--- src/nalu_pkg.sv ---
/*
 Package for the nibble ALU: widths, operation codes, status bit positions,
 decimal adjustment constants.
 Assumes a 4-bit data path and a 4-bit program status word.
*/
package nalu_pkg;
   // ------------------------------------------------------------------
   // Widths and positions
   // ------------------------------------------------------------------
   localparam int         NALU_W      = 4;
   localparam int         PSW_CARRY   = 1;
   localparam int         PSW_ZERO    = 2;
   localparam int         PSW_COMPARE = 3;
   localparam int         PSW_BCD     = 0;
   localparam logic [3:0] NALU_PSW_RST = 4'h0;
   localparam logic [3:0] NALU_ZERO    = 4'h0;
   localparam logic [3:0] NALU_TEN     = 4'ha;
   localparam logic [4:0] NALU_ADJ_ADD = 5'h06;
   localparam logic [4:0] NALU_ADJ_SUB = 5'h0a;
   localparam logic [4:0] NALU_DEC_MAX = 5'h09;
   localparam logic [4:0] NALU_SUM_MAX = 5'h13;

   // ------------------------------------------------------------------
   // Operations
   // ------------------------------------------------------------------
   typedef enum logic [1:0] {
      NALU_OP_ADD  = 2'b00,
      NALU_OP_ADDC = 2'b01,
      NALU_OP_SUB  = 2'b10,
      NALU_OP_SUBC = 2'b11
   } nalu_op_type;
endpackage : nalu_pkg

--- src/nalu_adjust.sv ---
/*
 Combinational nibble adder/subtractor with optional decimal adjustment.
 Assumes operands and carry-in are stable for the cycle they are used.
*/
`timescale 1ns/100ps
module nalu_adjust
   import nalu_pkg::*;
(
   input  wire logic [3:0] a,
   input  wire logic [3:0] b,
   input  wire logic       cin,
   input  wire logic       sub,
   input  wire logic       dec,
   output logic      [3:0] res,
   output logic            cout
);
   import nalu_pkg::*;

   // ------------------------------------------------------------------
   // Binary result, five bits
   // ------------------------------------------------------------------
   wire logic [4:0] add_raw = {1'b0, a} + {1'b0, b} + {4'h0, cin};
   wire logic [4:0] sub_raw = {1'b0, a} - {1'b0, b} - {4'h0, cin};
   wire logic [4:0] raw     = sub ? sub_raw : add_raw;

   // ------------------------------------------------------------------
   // Decimal adjustment
   // ------------------------------------------------------------------
   // Correct only for sums 0..19; beyond that carry stays set and the
   // nibble lands at 1010B or above, which software can detect
   wire logic       add_over = raw > NALU_DEC_MAX;
   wire logic [4:0] add_adj  = raw + NALU_ADJ_ADD;
   // Sums 0..9 pass untouched; only a decimal carry takes the +6
   wire logic [3:0] add_fix  = add_over ? add_adj[3:0] : raw[3:0];
   wire logic [3:0] add_dec  = (raw > NALU_SUM_MAX) ?
                               (add_adj[3:0] | NALU_TEN) : add_fix;
   // Borrow gives ten's complement digit: -10 -> 0000B, -1 -> 1001B
   wire logic       sub_neg  = raw[4];
   wire logic [4:0] sub_adj  = raw + NALU_ADJ_SUB;
   wire logic       sub_bad  = !sub_neg && (raw > NALU_DEC_MAX);
   wire logic       neg_bad  = sub_neg && (raw[3:0] < 4'h6);
   // Differences 0..9 need no correction, only borrows do
   wire logic [3:0] sub_fix  = sub_neg ? sub_adj[3:0] : raw[3:0];
   wire logic [3:0] sub_dec  = (sub_bad || neg_bad) ?
                               (raw[3:0] | NALU_TEN) : sub_fix;

   assign res  = !dec ? raw[3:0] : (sub ? sub_dec : add_dec);
   assign cout = !dec ? raw[4] :
                 (sub ? (sub_neg || sub_bad) : add_over);
endmodule : nalu_adjust

--- src/nalu_core.sv ---
/*
 Nibble ALU with carry/zero flags, compare mode and decimal operations.
 Assumes the instruction sequencer gives one-cycle op_valid pulses with
 operands; the result write-back goes back to the sequencer.
*/
`timescale 1ns/100ps
module nalu_core
   import nalu_pkg::*;
(
   input  wire logic        clk_sys,
   input  wire logic        resetn,
   input  wire logic        op_valid,
   input  wire nalu_op_type op_code,
   input  wire logic [3:0]  op_mem,
   input  wire logic [3:0]  op_src,
   input  wire logic        op_is_psw,
   input  wire logic        psw_wr,
   input  wire logic [3:0]  psw_wdata,
   output logic      [3:0]  program_status_word,
   output logic             carry_flag,
   output logic             zero_flag,
   output logic             compare_flag,
   output logic      [3:0]  result,
   output logic             result_wr
);
   import nalu_pkg::*;

   // ------------------------------------------------------------------
   // Operation decode
   // ------------------------------------------------------------------
   logic [3:0] psw_reg;
   logic [3:0] psw_next;
   logic [3:0] result_reg;
   logic       result_wr_reg;

   function automatic logic op_with_carry(input nalu_op_type op);
      op_with_carry = (op == NALU_OP_ADDC) || (op == NALU_OP_SUBC);
   endfunction : op_with_carry

   wire logic       is_sub  = (op_code == NALU_OP_SUB) ||
                              (op_code == NALU_OP_SUBC);
   wire logic       cin     = op_with_carry(op_code) & psw_reg[PSW_CARRY];
   wire logic       cmp_on  = psw_reg[PSW_COMPARE];
   wire logic [3:0] a_val   = op_is_psw ? psw_reg : op_mem;
   wire logic [3:0] alu_res;
   wire logic       alu_cy;

   nalu_adjust nalu_adjust_inst (
      .a    (a_val),
      .b    (op_src),
      .cin  (cin),
      .sub  (is_sub),
      .dec  (psw_reg[PSW_BCD]),
      .res  (alu_res),
      .cout (alu_cy)
   );

   // ------------------------------------------------------------------
   // Flag update
   // ------------------------------------------------------------------
   // Zero for chained ops holds only while the result stays zero
   wire logic z_hold  = op_with_carry(op_code) ? psw_reg[PSW_ZERO] : 1'b1;
   wire logic z_val   = (alu_res == NALU_ZERO) & z_hold;
   wire logic [3:0] flag_upd = {psw_reg[PSW_COMPARE], z_val, alu_cy,
                                psw_reg[PSW_BCD]};
   // Writing into the status word itself beats flags, unless comparing
   wire logic psw_dest = op_is_psw && !cmp_on;

   always_comb begin
      psw_next = psw_reg;
      if (psw_wr) begin
         psw_next = psw_wdata;
      end
      if (op_valid) begin
         psw_next = psw_dest ? alu_res : flag_upd;
      end
   end

   // ------------------------------------------------------------------
   // Registers
   // ------------------------------------------------------------------
   always_ff @(posedge clk_sys or negedge resetn) begin
      if (!resetn) begin
         psw_reg <= NALU_PSW_RST;
      end else begin
         psw_reg <= psw_next;
      end
   end

   always_ff @(posedge clk_sys or negedge resetn) begin
      if (!resetn) begin
         result_reg    <= NALU_ZERO;
         result_wr_reg <= 1'b0;
      end else begin
         result_reg    <= alu_res;
         result_wr_reg <= op_valid && !cmp_on && !op_is_psw;
      end
   end

   assign program_status_word          = psw_reg;
   assign carry_flag   = psw_reg[PSW_CARRY];
   assign zero_flag    = psw_reg[PSW_ZERO];
   assign compare_flag = psw_reg[PSW_COMPARE];
   assign result       = result_reg;
   assign result_wr    = result_wr_reg;
endmodule : nalu_core

--- config.mk ---
export PLATFORM = sky130hd
export DESIGN_NAME = nalu_core
export DESIGN_NICKNAME = d
export VERILOG_FILES = /design/src/nalu_pkg.sv /design/src/nalu_adjust.sv /design/src/nalu_core.sv
export SDC_FILE = /design/constraint.sdc
export NUM_CORES = 1
export LEC_CHECK = 0
export ABC_AREA = 1
export BUFFER_PORTS_ARGS = -buffer_cell sky130_fd_sc_hd__buf_2
export CAP_MARGIN = 20
export CORE_ASPECT_RATIO = 1.1
export CORE_MARGIN = 5
export CORE_UTILIZATION = 51
export CTS_BUF_LIST = sky130_fd_sc_hd__clkbuf_2 sky130_fd_sc_hd__clkbuf_4 sky130_fd_sc_hd__clkbuf_8
export CTS_CLUSTER_DIAMETER = 150
export CTS_CLUSTER_SIZE = 40
export DETAILED_ROUTE_END_ITERATION = 10
export PLACE_DENSITY_LB_ADDON = 0.25
export SLEW_MARGIN = 40
export SYNTH_ARGS = -nofsm -noshare
export SYNTH_HDL_FRONTEND = slang
export SYNTH_HIERARCHICAL = 1
export SYNTH_SLANG_ARGS = --single-unit
--- constraint.sdc ---
create_clock -name clk_sys -period 3.3 [get_ports clk_sys]
set_input_delay 0.33 -clock clk_sys [delete_from_list [all_inputs] [get_ports clk_sys]]
set_output_delay 0.33 -clock clk_sys [all_outputs]
set_load 0.1 [all_outputs]
==> impl_metrics.tcl <==
set metrics [dict create \
    max_slew_margin_pct 67.7 \
    synth_compound_area_share_pct 5.43 \
    crit_top_cell "nand2_1" \
    drt_iter0_markers 74 \
    clk_pin_slew_worst_paths_ns 0.06 \
    place_hpwl_mm 2.71 \
    cp_num_buf_inv 3 \
    diodes 0 \
    max_clock_freq_mhz 271 \
    synth_cell_type_count 25 \
    drt_pass1_iterations 5 \
    rsz0062_at_grt "yes" \
    cts_buffer_depth 2 \
    grt_usage_pct 18.5 \
    design_area_sq_mm 0.00187 \
    synthDominantCellAreaShare_pct 18.2 \
    area_delta_synth_final_pct 40.1 \
    hold_depth 3 \
    synthCells 216 \
    synth_edf_count 0 \
    die_area_sq_mm 0.00375 \
    regToRegStartpoint "program_status_word[0]" \
    cts.sinks 9 \
    die_width_um 58.8 \
    yosysWarnings 6 \
    drt-total-wl_mm 3.58 \
    worstPathMaxFanout 3 \
    synth.cell_area_sq_mm 0.00134 \
    fin_crit_ns 3.69 \
    place_area_sq_mm 0.00167 \
    seq_area_frac_synth_pct 16.8 \
    finalMaxSlewViolations 0 \
    rows 19 \
    vias 1517 \
    failed_checks "negative setup slack" \
    ir_worst_vdd_mv 0.683 \
    status "finished with violations" \
    power.density_mw_per_mm2 770 \
    portBuffers 30 \
    ant_nets 0 \
    worst_slew_pin_slew_ns 0.488 \
    ioPinCount 31 \
    synth-simple-area-share_pct 42.0 \
    avgRoutedWirePerCell_um 11.9 \
    critical_path_class "register to register" \
    nFillCells 223 \
    synth_top_family_by_area "simple AND/OR/NAND/NOR gates" \
    setup_slack_ns -0.385 \
    cpMaxStageDelayCell "fa_1" \
    min_period_over_period_pct 112 \
    worstPathArrival_ns 3.88 \
    ys.flop_type "dfrtp_1" \
    cellLeakagePower_nw 1.07 \
    cp_top_family "simple AND/OR/NAND/NOR gates" \
    crit_required_ns 3.50 \
    hp-class "input pin to register" \
    setup_violations 5 \
    crit_path_start "program_status_word[0]" \
    worst_clock_skew_ns 0.00164 \
    start_kind "register" \
    tritoncts "done" \
    core_area_sq_mm 0.00252 \
    slowest_delay_ns 0.53 \
    fp.dieH_um 63.7 \
    hold_violations 0 \
    gp_congestion 0.881 \
    route.detailed.drc 0 \
    synth_xor_area_share_pct 2.53 \
    synth.area.top_cells "nand2_1, dfrtp_1, ha_1" \
    r2r_cells 27 \
    htreeDepth 1 \
    grt_pass1_wl_mm 5.50 \
    viasPerCell 5.02 \
    syn-num-nets 252 \
    grt_overflow 0 \
    p_total_w 0.00144 \
    setup-tns-final_ns -1.29 \
    drive_gt1_share_pct 40.2 \
    synthArstFlopShare_pct 100 \
    endpoint_kind "register" \
    avgSynthCellArea_sq_um 6.19 \
    numCtsBuffers 3 \
    root_buffer "clkbuf_4" \
    clkLatencyLatePin_ns 0.26 \
    fin_util_pct 74.4 \
    grt_max_degree 12 \
    worst-path-stages 27 \
    synth_area_leader_cell "nand2_1" \
    grt_pass1_vias 1443 \
    nets 308 \
    maxCapViolations 0 \
    synthAdderAreaFrac_pct 18.1 \
    antenna_found_initial 0 \
    ys_ff_latch 9 \
    post-place-ws_ns -0.437 \
    start_util_pct 53.1 \
    synth_mux_area_share_pct 0 \
    hold_path_startpoint "psw_wdata[3]" \
]
Yosys cell counts, types with 3 or more instances:
cell type,instances
dfrtp_1,9
inv_1,36
nand3_1,31
nand2_2,7
ha_1,13
fa_1,4
a21oi_1,5
nor2_1,21
buf_4,3
nand2_1,65
inv_2,3
stage by stage:
stage / cells / hold slack [ns]
floorplan: 216 / 0.0344
global placement: 291 / 0.182
detailed placement: 291 / 0.188
CTS: 298 / 0.351
global route: 302 / 0.334
finish: 302 / 0.347
logic make-up (layout without fill, tap and decap cells):
family	Yosys count	count (layout)
adder cells (fa/ha/maj)	17	17
flip-flops	9	9
XOR/XNOR	3	3
AND/OR/NAND/NOR	130	130
AO/OA/AOI/OAI	11	11
buffers and inverters	46	101
what timing repair did:
item / CTS / global route
setup buffers: 2 / 4
hold endpoints to repair: 9 / 0
setup endpoints to repair: 6 / 6
hold buffers: 1 / 0
resized for setup: 5 / 26
pin swaps: 5 / 18
final timing paths:
kind,slack [ns],endpoint
max reg2reg,-0.39,program_status_word[2]
max,-0.39,program_status_word[2]
min reg2reg,0.55,program_status_word[2]
max in group asynchronous,2.66,program_status_word[0]
min,0.35,program_status_word[3]
min in group asynchronous,0.44,program_status_word[0]
layout by cell type (no fill, tap or decap), types with 3 or more instances in the layout:
| master | netlist | final |
|---|---|---|
| a21oi_1 | 5 | 3 |
| buf_2 | 0 | 30 |
| buf_4 | 3 | 24 |
| clkbuf_4 | 0 | 4 |
| dfrtp_1 | 9 | 7 |
| fa_1 | 4 | 3 |
| ha_1 | 13 | 10 |
| inv_1 | 36 | 31 |
| inv_2 | 3 | 8 |
| nand2_1 | 65 | 56 |
| nand2_2 | 7 | 12 |
| nand2_4 | 0 | 4 |
| nand3_1 | 31 | 22 |
| nand3_2 | 0 | 8 |
| nor2_1 | 21 | 21 |
layer usage:
metal,track usage (%),up-vias,wire length (um)
met4,9.92,0,72
met5,0,-,0
met1,18.7,696,1390
met2,34.3,39,1950
met3,3.67,9,163
li1,-,773,-
power by group:
| part | internal, W | leakage [nW] | switching, W |
|---|---|---|---|
| Sequential | 0.000148 | 0.104 | 0.0000205 |
| Combinational | 0.000382 | 0.945 | 0.000801 |
| Clock | 0.0000547 | 0.0184 | 0.0000363 |
worst reg2reg max path: stages, from the launching register on:
cell	delay, ns
dfrtp_4	0.48
nand2_4	0.07
nand2_4	0.05
fa_1	0.53
inv_2	0.07
ha_4	0.16
or2_4	0.22
fa_2	0.35
nand2_2	0.09
o21ai_4	0.07
xor2_2	0.20
buf_4	0.16
ha_4	0.15
nand2_2	0.06
nor2_1	0.04
nor2_1	0.08
nand2_1	0.08
a21oi_2	0.15
nand3_2	0.08
nand3_2	0.07
nand2_2	0.06
inv_2	0.04
nand2_1	0.04
nor2_1	0.10
nand2_1	0.05
nand2_1	0.06
nand2_1	0.05
nand2_1	0.06
cell type report:
| class | count | area (sq um) | share of cell area (%) |
|---|---|---|---|
| clock buffers | 4 | 30.0 | 1.60 |
| well taps | 31 | 38.8 | 2.07 |
| repair buffers | 57 | 363 | 19.4 |
| flip-flops and latches | 9 | 230 | 12.3 |
| inverters | 40 | 153 | 8.14 |
| multi-input cells | 161 | 1060 | 56.5 |
No activity file was read; power rests on OpenSTA's default activity.
